## config.mk

```make
export PLATFORM = sky130hd
export DESIGN_NAME = port8_function_select_edge_irq
export DESIGN_NICKNAME = d
export VERILOG_FILES = /design/src/logic/port8_function_select_edge_irq.v
export VERILOG_INCLUDE_DIRS = /design/src /design/src/logic
export SDC_FILE = /design/constraint.sdc
export NUM_CORES = 1
export LEC_CHECK = 0
export ABC_AREA = 1
export BUFFER_PORTS_ARGS = -buffer_cell sky130_fd_sc_hd__buf_2
export CORE_AREA = 5 5 115 117
export CTS_CLUSTER_DIAMETER = 30
export DETAILED_ROUTE_END_ITERATION = 16
export DIE_AREA = 0 0 120 122
export PLACE_DENSITY = 0.79
export SLEW_MARGIN = 5
export SYNTH_ARGS = -nofsm -noshare
export SYNTH_HDL_FRONTEND = slang
export SYNTH_SLANG_ARGS = --single-unit
```

## constraint.sdc

```tcl
create_clock -name clock -period 2.3 [get_ports clock]
set_input_delay 0.575 -clock clock [delete_from_list [all_inputs] [get_ports clock]]
set_output_delay 0.575 -clock clock [all_outputs]
set_load 0.005 [all_outputs]
```

## src/logic/port8_regs.vh

```
`ifndef PORT8_REGS_VH
`define PORT8_REGS_VH

// ==========================================================
// Register byte addresses
`define ADDR_EDGE_SEL_LO 16'hf024
`define ADDR_EDGE_SEL_HI 16'hf025
`define ADDR_EDGE_SAMPLE 16'hf026
`define ADDR_IRQ_STATUS 16'hf028
`define ADDR_IRQ_MASK 16'hf029
`define ADDR_FUNC_SEL_LO 16'hf244
`define ADDR_FUNC_SEL_HI 16'hf245

// ==========================================================
// Reset values
`define RST_BYTE 8'h00

// ==========================================================
// Pin function codes {hi, lo}
`define FN_GPIO 2'h0
`define FN_SECOND 2'h1
`define FN_THIRD 2'h2
`define FN_BAD 2'h3

// ==========================================================
// Edge modes {hi, lo}
`define EDGE_OFF 2'h0
`define EDGE_FALL 2'h1
`define EDGE_RISE 2'h2
`define EDGE_BOTH 2'h3

// ==========================================================
// Drive modes {ctrl hi, ctrl lo}
`define DRV_HIZ 2'h0
`define DRV_PCH 2'h1
`define DRV_NCH 2'h2
`define DRV_CMOS 2'h3

`endif

```

## src/logic/port8_function_select_edge_irq.v

```verilog
// Function
// RULE1 - Two function-select registers, reset zero, 16/8 access
// RULE2 - Per-pin code from high and low bits
// RULE3 - Pin0: I2C data or sync A input
// RULE4 - Pin1: I2C clock or sync A clock
// RULE5 - Pin2: async B receive or sync A output
// RULE6 - Pin3: async B or async A transmit
// RULE7 - Pin4: only sync B data input
// RULE8 - Pin5: only sync B clock
// RULE9 - Pin6: async A receive or sync B output
// RULE10 - Pin7: async A or async B transmit
// RULE11 - Bad code, Hi-Z/P-channel output: high impedance
// RULE12 - Bad code, N-channel/CMOS output: drive low
// RULE13 - Two edge-select registers, reset zero
// RULE14 - Edge code: off, fall, rise, both
// RULE15 - Sampling-select register, one bit per pin
// RULE16 - Selected edge raises that pin's request
// RULE17 - Sampling uses the 16 kHz tick
// RULE18 - No sampling while in stop mode
// RULE19 - Sampled edges compare consecutive tick samples
`timescale 1ns/1ns
`default_nettype none
`include "port8_regs.vh"

module port8_function_select_edge_irq (
  input wire clock,
  input wire rst,
  // Register port
  input wire [15:0] bus_addr,
  input wire [15:0] bus_wdata,
  input wire bus_wr,
  input wire bus_rd,
  input wire bus_word,
  output reg [15:0] bus_rdata,
  // Pins
  input wire [7:0] pin_in,
  output reg [7:0] pin_out,
  output reg [7:0] pin_oe,
  // Port settings held elsewhere
  input wire [7:0] port_output_value,
  input wire [7:0] port_dir_input,
  input wire [7:0] port_ctrl_low,
  input wire [7:0] port_ctrl_high,
  // Timing
  input wire low_speed_sample_tick,
  input wire stop_mode,
  // I2C
  input wire i2c_sda_drive_low,
  input wire i2c_scl_drive_low,
  output reg i2c_sda_in,
  output reg i2c_scl_in,
  // Synchronous serial A
  output reg sync_a_data_in,
  input wire sync_a_data_out,
  input wire sync_a_clock_out,
  input wire sync_a_clock_oe,
  output reg sync_a_clock_in,
  // Synchronous serial B
  output reg sync_b_data_in,
  input wire sync_b_data_out,
  input wire sync_b_clock_out,
  input wire sync_b_clock_oe,
  output reg sync_b_clock_in,
  // UARTs
  output reg async_a_receive,
  input wire async_a_transmit,
  output reg async_b_receive,
  input wire async_b_transmit,
  // Interrupts
  output reg [7:0] pin_irq_req,
  output reg irq
);

  // ========================================================
  // Functions
  // ========================================================
  // Pad drive for a value under a drive mode: {oe, out}
  function [1:0] drive;
    input [1:0] mode;
    input val;
    begin
      case (mode)
        `DRV_PCH: drive = {val, 1'b1}; // Only pulls high
        `DRV_NCH: drive = {~val, 1'b0}; // Only pulls low
        `DRV_CMOS: drive = {1'b1, val};
        default: drive = 2'b00; // Hi-Z output
      endcase
    end
  endfunction

  // Code of pin n from a low/high register pair
  function [1:0] code_of;
    input [7:0] hi;
    input [7:0] lo;
    input [2:0] n;
    begin
      code_of = {hi[n], lo[n]};
    end
  endfunction

  // ========================================================
  // Registers
  // ========================================================
  reg [7:0] function_select_low; // Low code bits
  reg [7:0] function_select_high; // High code bits
  reg [7:0] edge_select_low; // Edge code low bits
  reg [7:0] edge_select_high; // Edge code high bits
  reg [7:0] edge_sampling_select; // Per-pin sampling
  reg [7:0] irq_status_r; // Sticky edge events
  reg [7:0] irq_mask_r; // Enables onto irq

  // Decoded write strobes
  wire wr_fsl;
  wire wr_fsh;
  wire byte_op;
  assign byte_op = ~bus_word;
  // Word access only at the low select address
  assign wr_fsl = bus_wr & (bus_addr == `ADDR_FUNC_SEL_LO);
  assign wr_fsh = bus_wr & ((byte_op & (bus_addr == `ADDR_FUNC_SEL_HI)) |
                  (bus_word & (bus_addr == `ADDR_FUNC_SEL_LO)));

  // Byte writes to the remaining registers
  wire wr_byte;
  assign wr_byte = bus_wr & byte_op;

  // Edge events found this cycle
  reg [7:0] edge_evt;

  // Status next value, set beats clear
  wire [7:0] status_clr;
  wire [7:0] irq_status_nxt;
  assign status_clr = (wr_byte & (bus_addr == `ADDR_IRQ_STATUS)) ?
                      bus_wdata[7:0] : 8'h00;
  assign irq_status_nxt = (irq_status_r & ~status_clr) | edge_evt; // RULE16

  // Register writes
  always @(posedge clock) begin
    if (rst) begin
      function_select_low <= `RST_BYTE; // RULE1
      function_select_high <= `RST_BYTE; // RULE1
      edge_select_low <= `RST_BYTE; // RULE13
      edge_select_high <= `RST_BYTE; // RULE13
      edge_sampling_select <= `RST_BYTE; // RULE15
      irq_status_r <= 8'h00;
      irq_mask_r <= 8'h00;
    end else begin
      // Low select: byte or low half of word
      if (wr_fsl) begin
        function_select_low <= bus_wdata[7:0]; // RULE1
      end
      // High select: byte, or high half of word
      if (wr_fsh) begin
        if (bus_word) begin
          function_select_high <= bus_wdata[15:8]; // RULE1
        end else begin
          function_select_high <= bus_wdata[7:0]; // RULE1
        end
      end
      // Byte-only registers; word writes are dropped
      if (wr_byte && bus_addr == `ADDR_EDGE_SEL_LO) begin
        edge_select_low <= bus_wdata[7:0]; // RULE13
      end
      if (wr_byte && bus_addr == `ADDR_EDGE_SEL_HI) begin
        edge_select_high <= bus_wdata[7:0]; // RULE13
      end
      if (wr_byte && bus_addr == `ADDR_EDGE_SAMPLE) begin
        edge_sampling_select <= bus_wdata[7:0]; // RULE15
      end
      if (wr_byte && bus_addr == `ADDR_IRQ_MASK) begin
        irq_mask_r <= bus_wdata[7:0];
      end
      irq_status_r <= irq_status_nxt;
    end
  end

  // ========================================================
  // Read port
  // ========================================================
  reg [15:0] rdata_nxt;

  // Address decode; unmapped or illegal word reads give zero
  always @* begin
    rdata_nxt = 16'h0000;
    if (!bus_rd) begin
      rdata_nxt = 16'h0000;
    end else if (bus_addr == `ADDR_FUNC_SEL_LO) begin
      if (bus_word) begin
        rdata_nxt = {function_select_high, function_select_low};
      end else begin
        rdata_nxt = {8'h00, function_select_low};
      end
    end else if (bus_word) begin
      rdata_nxt = 16'h0000; // 16-bit only allowed at one address
    end else if (bus_addr == `ADDR_FUNC_SEL_HI) begin
      rdata_nxt = {8'h00, function_select_high};
    end else if (bus_addr == `ADDR_EDGE_SEL_LO) begin
      rdata_nxt = {8'h00, edge_select_low};
    end else if (bus_addr == `ADDR_EDGE_SEL_HI) begin
      rdata_nxt = {8'h00, edge_select_high};
    end else if (bus_addr == `ADDR_EDGE_SAMPLE) begin
      rdata_nxt = {8'h00, edge_sampling_select};
    end else if (bus_addr == `ADDR_IRQ_STATUS) begin
      rdata_nxt = {8'h00, irq_status_r};
    end else if (bus_addr == `ADDR_IRQ_MASK) begin
      rdata_nxt = {8'h00, irq_mask_r};
    end
  end

  // Data stand only in the cycle after the strobe
  always @(posedge clock) begin
    if (rst) begin
      bus_rdata <= 16'h0000;
    end else begin
      bus_rdata <= rdata_nxt;
    end
  end

  // ========================================================
  // Pin input synchroniser
  // ========================================================
  reg [7:0] pin_meta_r; // First stage, read only by second
  reg [7:0] pin_sync_r; // Safe pin level
  reg [7:0] pin_prev_r; // Level one clock earlier
  reg [7:0] pin_smp_r; // Level at the last tick

  // Sampling is live for a pin only while the tick runs
  wire [7:0] smp_on;
  assign smp_on = stop_mode ? 8'h00 : edge_sampling_select; // RULE18

  // Per pin: sample at a tick, or track while unsampled
  wire [7:0] smp_take;
  assign smp_take = {8{low_speed_sample_tick}} | ~smp_on;

  // Two flops, then history for edge detection
  always @(posedge clock) begin
    if (rst) begin
      pin_meta_r <= 8'h00;
      pin_sync_r <= 8'h00;
      pin_prev_r <= 8'h00;
      pin_smp_r <= 8'h00;
    end else begin
      pin_meta_r <= pin_in;
      pin_sync_r <= pin_meta_r;
      pin_prev_r <= pin_sync_r;
      // Unsampled pins keep the sample current, so turning
      // sampling on later cannot fake an edge
      pin_smp_r <= (smp_take & pin_sync_r) | (~smp_take & pin_smp_r); // RULE17
    end
  end

  // ========================================================
  // Edge detection
  // ========================================================
  reg [7:0] rise;
  reg [7:0] fall;
  reg [1:0] ecode;
  integer i;

  // Compare against last clock or last tick sample
  always @* begin
    rise = 8'h00;
    fall = 8'h00;
    edge_evt = 8'h00;
    ecode = `EDGE_OFF;
    for (i = 0; i < 8; i = i + 1) begin
      if (smp_on[i]) begin
        // Sampled: only at a tick, consecutive samples differ
        rise[i] = low_speed_sample_tick & pin_sync_r[i] &
                  ~pin_smp_r[i]; // RULE19
        fall[i] = low_speed_sample_tick & ~pin_sync_r[i] &
                  pin_smp_r[i]; // RULE19
      end else begin
        // Unsampled: every system clock
        rise[i] = pin_sync_r[i] & ~pin_prev_r[i]; // RULE19
        fall[i] = ~pin_sync_r[i] & pin_prev_r[i]; // RULE19
      end
      ecode = code_of(edge_select_high, edge_select_low, i[2:0]);
      case (ecode) // RULE14
        `EDGE_FALL: edge_evt[i] = fall[i];
        `EDGE_RISE: edge_evt[i] = rise[i];
        `EDGE_BOTH: edge_evt[i] = rise[i] | fall[i];
        default: edge_evt[i] = 1'b0; // Disabled
      endcase
    end
  end

  // Request pulses and the combined level interrupt
  always @(posedge clock) begin
    if (rst) begin
      pin_irq_req <= 8'h00;
      irq <= 1'b0;
    end else begin
      pin_irq_req <= edge_evt; // RULE16
      irq <= |(irq_status_nxt & irq_mask_r);
    end
  end

  // ========================================================
  // Function routing to the pads
  // ========================================================
  reg [1:0] fc [0:7]; // Function code per pin
  reg [1:0] dmode; // Drive mode of the pin in hand
  reg [1:0] pad; // {oe, out} for the pin in hand
  reg [7:0] pin_out_nxt;
  reg [7:0] pin_oe_nxt;
  integer k;

  // Per-pin source select
  always @* begin
    pin_out_nxt = 8'h00;
    pin_oe_nxt = 8'h00;
    pad = 2'b00;
    dmode = `DRV_HIZ;
    for (k = 0; k < 8; k = k + 1) begin
      fc[k] = code_of(function_select_high, function_select_low,
                      k[2:0]); // RULE2
    end
    for (k = 0; k < 8; k = k + 1) begin
      dmode = {port_ctrl_high[k], port_ctrl_low[k]};
      // General-purpose default
      pad = drive(dmode, port_output_value[k]); // RULE2
      case (k)
        0: begin
          if (fc[0] == `FN_SECOND) begin
            pad = {i2c_sda_drive_low, 1'b0}; // RULE3
          end else if (fc[0] == `FN_THIRD) begin
            pad = 2'b00; // Input only // RULE3
          end
        end
        1: begin
          if (fc[1] == `FN_SECOND) begin
            pad = {i2c_scl_drive_low, 1'b0}; // RULE4
          end else if (fc[1] == `FN_THIRD) begin
            pad = {sync_a_clock_oe, sync_a_clock_out}; // RULE4
          end
        end
        2: begin
          if (fc[2] == `FN_SECOND) begin
            pad = 2'b00; // RULE5
          end else if (fc[2] == `FN_THIRD) begin
            pad = drive(dmode, sync_a_data_out); // RULE5
          end
        end
        3: begin
          if (fc[3] == `FN_SECOND) begin
            pad = drive(dmode, async_b_transmit); // RULE6
          end else if (fc[3] == `FN_THIRD) begin
            pad = drive(dmode, async_a_transmit); // RULE6
          end
        end
        4: begin
          if (fc[4] == `FN_THIRD) begin
            pad = 2'b00; // RULE7
          end
        end
        5: begin
          if (fc[5] == `FN_THIRD) begin
            pad = {sync_b_clock_oe, sync_b_clock_out}; // RULE8
          end
        end
        6: begin
          if (fc[6] == `FN_SECOND) begin
            pad = 2'b00; // RULE9
          end else if (fc[6] == `FN_THIRD) begin
            pad = drive(dmode, sync_b_data_out); // RULE9
          end
        end
        default: begin
          if (fc[7] == `FN_SECOND) begin
            pad = drive(dmode, async_a_transmit); // RULE10
          end else if (fc[7] == `FN_THIRD) begin
            pad = drive(dmode, async_b_transmit); // RULE10
          end
        end
      endcase
      // Prohibited codes: pins 4,5 reject 01 as well
      if (fc[k] == `FN_BAD ||
          ((k == 4 || k == 5) && fc[k] == `FN_SECOND)) begin // RULE7
        // A forced low; P-channel cannot pull low so stays off
        pad = drive(dmode, 1'b0); // RULE11 RULE12
      end
      // Input direction never drives, except peripheral-owned pads
      if (port_dir_input[k] && (fc[k] == `FN_GPIO || fc[k] == `FN_BAD ||
          ((k == 4 || k == 5) && fc[k] == `FN_SECOND))) begin
        pad = 2'b00;
      end
      pin_oe_nxt[k] = pad[1];
      pin_out_nxt[k] = pad[1] & pad[0];
    end
  end

  // Pads and peripheral inputs leave from flops
  always @(posedge clock) begin
    if (rst) begin
      pin_out <= 8'h00;
      pin_oe <= 8'h00;
      i2c_sda_in <= 1'b1;
      i2c_scl_in <= 1'b1;
      sync_a_data_in <= 1'b1;
      sync_a_clock_in <= 1'b1;
      sync_b_data_in <= 1'b1;
      sync_b_clock_in <= 1'b1;
      async_a_receive <= 1'b1;
      async_b_receive <= 1'b1;
    end else begin
      pin_out <= pin_out_nxt;
      pin_oe <= pin_oe_nxt;
      // Unselected peripheral inputs idle high
      i2c_sda_in <= (fc[0] == `FN_SECOND) ? pin_sync_r[0] : 1'b1; // RULE3
      i2c_scl_in <= (fc[1] == `FN_SECOND) ? pin_sync_r[1] : 1'b1; // RULE4
      sync_a_data_in <= (fc[0] == `FN_THIRD) ? pin_sync_r[0] : 1'b1; // RULE3
      sync_a_clock_in <= (fc[1] == `FN_THIRD) ? pin_sync_r[1] : 1'b1; // RULE4
      async_b_receive <= (fc[2] == `FN_SECOND) ? pin_sync_r[2] : 1'b1; // RULE5
      sync_b_data_in <= (fc[4] == `FN_THIRD) ? pin_sync_r[4] : 1'b1; // RULE7
      sync_b_clock_in <= (fc[5] == `FN_THIRD) ? pin_sync_r[5] : 1'b1; // RULE8
      async_a_receive <= (fc[6] == `FN_SECOND) ? pin_sync_r[6] : 1'b1; // RULE9
    end
  end

endmodule // port8_function_select_edge_irq
`default_nettype wire

```

# Yosys cells after proc, flatten, opt, wreduce, memory -nomap -nowiden
# Cells that the tools add are included.
# word_totals
reg_bits	137
input_bits	89
out_inout_bits	49
elab_cells	368
# op_classes
eq_ne	79
n_mux	88
n_bitwise	127
reduce_logical	50
# op_table
op	n
$eq A16 B16 Y1 const B	7
$eq A2 B2 Y1 const B	48
$pmux W2 S3	14
$mux W8	10
$and A1 B1 Y1	62
$mux W2	30
$eq A2 B1 Y1 const B	24
$not A1 Y1	46
$reduce_or A2 Y1	17
$and A8 B8 Y8	4
$mux W16	2
$pmux W2 S2	8
$not A8 Y8	3
$or A8 B8 Y8	3
$pmux W1 S3	8
$logic_not A2 Y1	8
$mux W1	16
$logic_and A1 B1 Y1	12
$logic_or A1 B1 Y1	12
$or A1 B1 Y1	9
$reduce_or A8 Y1	1

# Longest topological paths before layout
# depth
depth_word	9
depth_mapped	15
mapped_depth_nobuf	14

# Least setup slack after synthesis
# OpenSTA, ideal clock, no wires.
# synth_path
path_type	in2reg
from	input bus_addr[11]
to	register bus_rdata[5]
setup_ps	125
t_arrival_ps	1722
required_ps	2175
path_slack_ps	453
path_stages	12
path_buffers	2
cell_sequence	nor2_2 nand2_1 nor2_4 buf_6 nand3_4 buf_2 o21ai_0 inv_1 nand2_1 nand2_1 nand2_1 a21oi_2
# synth_via
elab_chain_len	9
elab_cells_between_ends	15
classes_between	eq/ne (7); mux (8)
# synth_rtl
element	line	source
from (decl)	port8_function_select_edge_irq.v:29	input wire [15:0] bus_addr,
$eq A16 B16 Y1 (no source line)	n/a	
$mux W8	port8_function_select_edge_irq.v:204	end else if (bus_addr == `ADDR_IRQ_MASK) begin
$mux W8	port8_function_select_edge_irq.v:202	end else if (bus_addr == `ADDR_IRQ_STATUS) begin
$mux W8	port8_function_select_edge_irq.v:200	end else if (bus_addr == `ADDR_EDGE_SAMPLE) begin
$mux W8	port8_function_select_edge_irq.v:198	end else if (bus_addr == `ADDR_EDGE_SEL_HI) begin
$mux W8	port8_function_select_edge_irq.v:196	end else if (bus_addr == `ADDR_EDGE_SEL_LO) begin
$mux W8	port8_function_select_edge_irq.v:194	end else if (bus_addr == `ADDR_FUNC_SEL_HI) begin
$mux W8	port8_function_select_edge_irq.v:192	end else if (bus_word) begin
$mux W16 (*)	port8_function_select_edge_irq.v:186	end else if (bus_addr == `ADDR_FUNC_SEL_LO) begin
to (signal assigned)	port8_function_select_edge_irq.v:214	bus_rdata <= rdata_nxt;
to (decl)	port8_function_select_edge_irq.v:34	output reg [15:0] bus_rdata,
# Mark *: on every way between the ends. The rest lies on a longest branch, timed or not.
# A chain may end at the register's enable or synchronous reset.

# Worst setup path in the final report
# layout_path
from	input bus_addr[11]
to	register edge_select_low[5]
# layout_via
elab_chain_len	2
# layout_rtl
element	line	source
$eq A16 B16 Y1 (no source line)	n/a	
$logic_and A1 B1 Y1 (no source line)	n/a	
to (signal assigned)	port8_function_select_edge_irq.v:141	edge_select_low <= `RST_BYTE;
to (signal assigned)	port8_function_select_edge_irq.v:161	edge_select_low <= bus_wdata[7:0];
to (decl)	port8_function_select_edge_irq.v:106	reg [7:0] edge_select_low;
# No other way between the ends.

==> metrics.cfg <==
[outcome]
outcome=completed

[clocking]
clkSinkCount=137
clockRootBuffer=clkbuf_16
numCtsBuffers=17
post-cts-setup-buffers=0
htreeDepth=4
clock_latency_ns=0.43
path_clk_slew_ns=0.05
hold_buffers=0
clock_path_buffers=2
cts_resized=0
cts_tree=built

[final_layout]
synthToLayoutAreaGrowth_pct=24.46
fin_util=0.6568
layout-drive-gt1-share=0.1956
num_antenna_cells=0
layout.nets=1188

[setup_path]
path_max_fanout=16
start_kind=input port
slowest_delay_ns=0.37
end_kind=flop
crit_path_top_delay_cell=nand4_2
arrival_ns=2.05
worstPathCellList=buf_2, nor2_2, nand2_1, nor2_4, buf_4, nand4_2, o21ai_0, a21oi_1
cp_data_required_time_ns=2.60
cpLargestDelayFamily=simple AND/OR/NAND/NOR gates
crit_buf_inv=2
critPathKind=input port to flop

[sta]
hold-worst-slack_ns=0.3486
finalHoldViolations=0
max_clock_freq_mhz=570.8
period_minus_slack_ns=1.752
skew_ns=0.006806
relSlewSlack=0.5501
maxSlewViolCount=0
rsz0062_at_grt=no
period_share=0.7616
fin_ws_ns=0.5482
setup_violations=0
worst_pin_slew_ns=0.6748
tns_ns=0

[placement]
port_buffers=137
dp_hpwl_um=12450
gp_congestion=0.8688
dpl_worst_slack_ns=0.1382

[global_route]
antenna_found_initial=0
globalRouteOverflowTotal=0
grt_pass1_wl_um=28010
grt_max_degree=64
grt_pass1_vias=5906
grt_util_all_layers=0.2417

[pwr]
powerDensity_nw_per_um2=709.5
finalPower_uw=5713
power.leakage_uw=0.003787
peakVddDrop_v=0.0005003

[floorplan]
fp.coreArea_um2=12260
num_rows=41
start_util=0.5277
die_height_um=122
die-area_um2=14640
io_pins=138
die_x_um=120

[synth]
synth-main-ff-cell=dfxtp_1
yosysWarnings=0
synth_top_area_frac=0.4239
synth_most_common_cell=nand2_1
ys_async_sr_fraction=0
syn_inst=930
netlist_area_um2=6470
synth_top_cell_by_area=dfxtp_1
synth_edf_count=0
syn-num-nets=1037
avgSynthCellArea_um2=6.957
synth.distinct_cells=44
synth_common_cells=nand2_1, inv_1, dfxtp_1
yosys_register_bits=137
synth.area.top_cells=dfxtp_1, nand2_1, inv_1, o21ai_0, a21oi_1
yosysSeqAreaShare=0.4239

[hold_path]
hold_class=input port to flop

[routing]
num_vias=6422
antenna_left=0
wirelength_um=17440
drc_errors=0
drt_iter0_drc=497
vias_per_cell=5.162
dr.pass1.iters=7
wire_per_inst_um=14.02

[run]
drv_cap=0

path summary, 6_finish.rpt:
path | from | cells after the start | end | slack, ns
worst max-delay path | bus_addr[11] | 8 | edge_select_low[5]$_SDFFE_PP0P_ | 0.55
worst min-delay path | pin_in[1] | 3 | pin_meta_r[1]$_SDFF_PP0_ | 0.35
worst max register to register | function_select_low[6]$_SDFFE_PP0P_ | 8 | pin_out[6]$_SDFF_PP0_ | 0.63
worst min register to register | pin_meta_r[3]$_SDFF_PP0_ | 2 | pin_sync_r[3]$_SDFF_PP0_ | 0.40
tightest hold or removal path: cells and delay by family:
family	cells	cell delay [ns]
and+or+nand+nor	1	0.06
buffers and inverters	2	0.10
per-stage QoR:
step | cells | instance area [um^2]
2_1_floorplan | 930 | 6470
3_3_place_gp | 1212 | 7401
5_1_grt | 1244 | 8053
6_report | 1244 | 8053
3_5_place_dp | 1212 | 7401
4_1_cts | 1244 | 8053
kinds of logic (layout without fill, tap and decap cells):
logic type | Yosys count | in the layout | synth area share
simple gates | 398 | 398 | 0.2669
buf+inv | 192 | 356 | 0.1182
flops | 137 | 137 | 0.4239
compound gates | 185 | 185 | 0.1563
fa+ha+maj | 18 | 18 | 0.03481
area by class of cell:
cell class | count | area, um^2
Sequential cell | 137 | 2743
Inverter | 165 | 619.3
Timing Repair Buffer | 159 | 888.4
Clock inverter | 6 | 132.6
Tap cell | 150 | 187.7
Clock buffer | 26 | 519.2
Fill cell | 1076 | 4208
Multi-Input combinational cell | 601 | 2963
flip-flops by register name, summed over array words and instances, names as in the netlist, named ones only:
name	flops
irq_status_r	8
pin_prev_r	8
function_select_high	8
edge_sampling_select	8
sync_a_clock_in	1
bus_rdata	16
pin_out	8
pin_meta_r	8
i2c_scl_in	1
pin_irq_req	8
i2c_sda_in	1
pin_oe	8
sync_b_clock_in	1
sync_a_data_in	1
sync_b_data_in	1
irq_mask_r	8
irq	1
edge_select_high	8
edge_select_low	8
async_b_receive	1
async_a_receive	1
function_select_low	8
pin_sync_r	8
per-layer routing:
metal  vias up  share of wire  track usage
met4         0          0.033       0.1031
met1      2867           0.42       0.2970
met2       249           0.46       0.4053
met3        55          0.082      0.05942
met5         -              0            0
li1       3251              -            -
placed cells by master, fill, tap and decap left out, types with 2 or more instances in the layout:
| master | count |
|---|---|
| a211oi_1 | 8 |
| a21oi_1 | 74 |
| a21oi_2 | 2 |
| a22oi_1 | 2 |
| buf_12 | 3 |
| buf_2 | 137 |
| buf_4 | 19 |
| bufinv_16 | 4 |
| clkbuf_1 | 3 |
| clkbuf_16 | 17 |
| clkbuf_8 | 6 |
| dfxtp_1 | 137 |
| ha_1 | 18 |
| inv_1 | 160 |
| inv_2 | 4 |
| nand2_1 | 235 |
| nand2_2 | 3 |
| nand3_1 | 39 |
| nand3_4 | 3 |
| nand4_1 | 19 |
| nand4_2 | 2 |
| nor2_1 | 80 |
| nor2_2 | 4 |
| nor2_4 | 2 |
| nor3_1 | 3 |
| o2111a_1 | 3 |
| o2111ai_1 | 2 |
| o21ai_0 | 76 |
| o21ai_1 | 9 |
| o221ai_1 | 2 |
| o31ai_1 | 2 |
power by group:
group          switching (uW)  total (uW)  internal [uW]
logic                     203         330            127
registers                10.1        2410           2400
clock network             982        2970           1990
No activity file was read; power rests on OpenSTA's default activity.
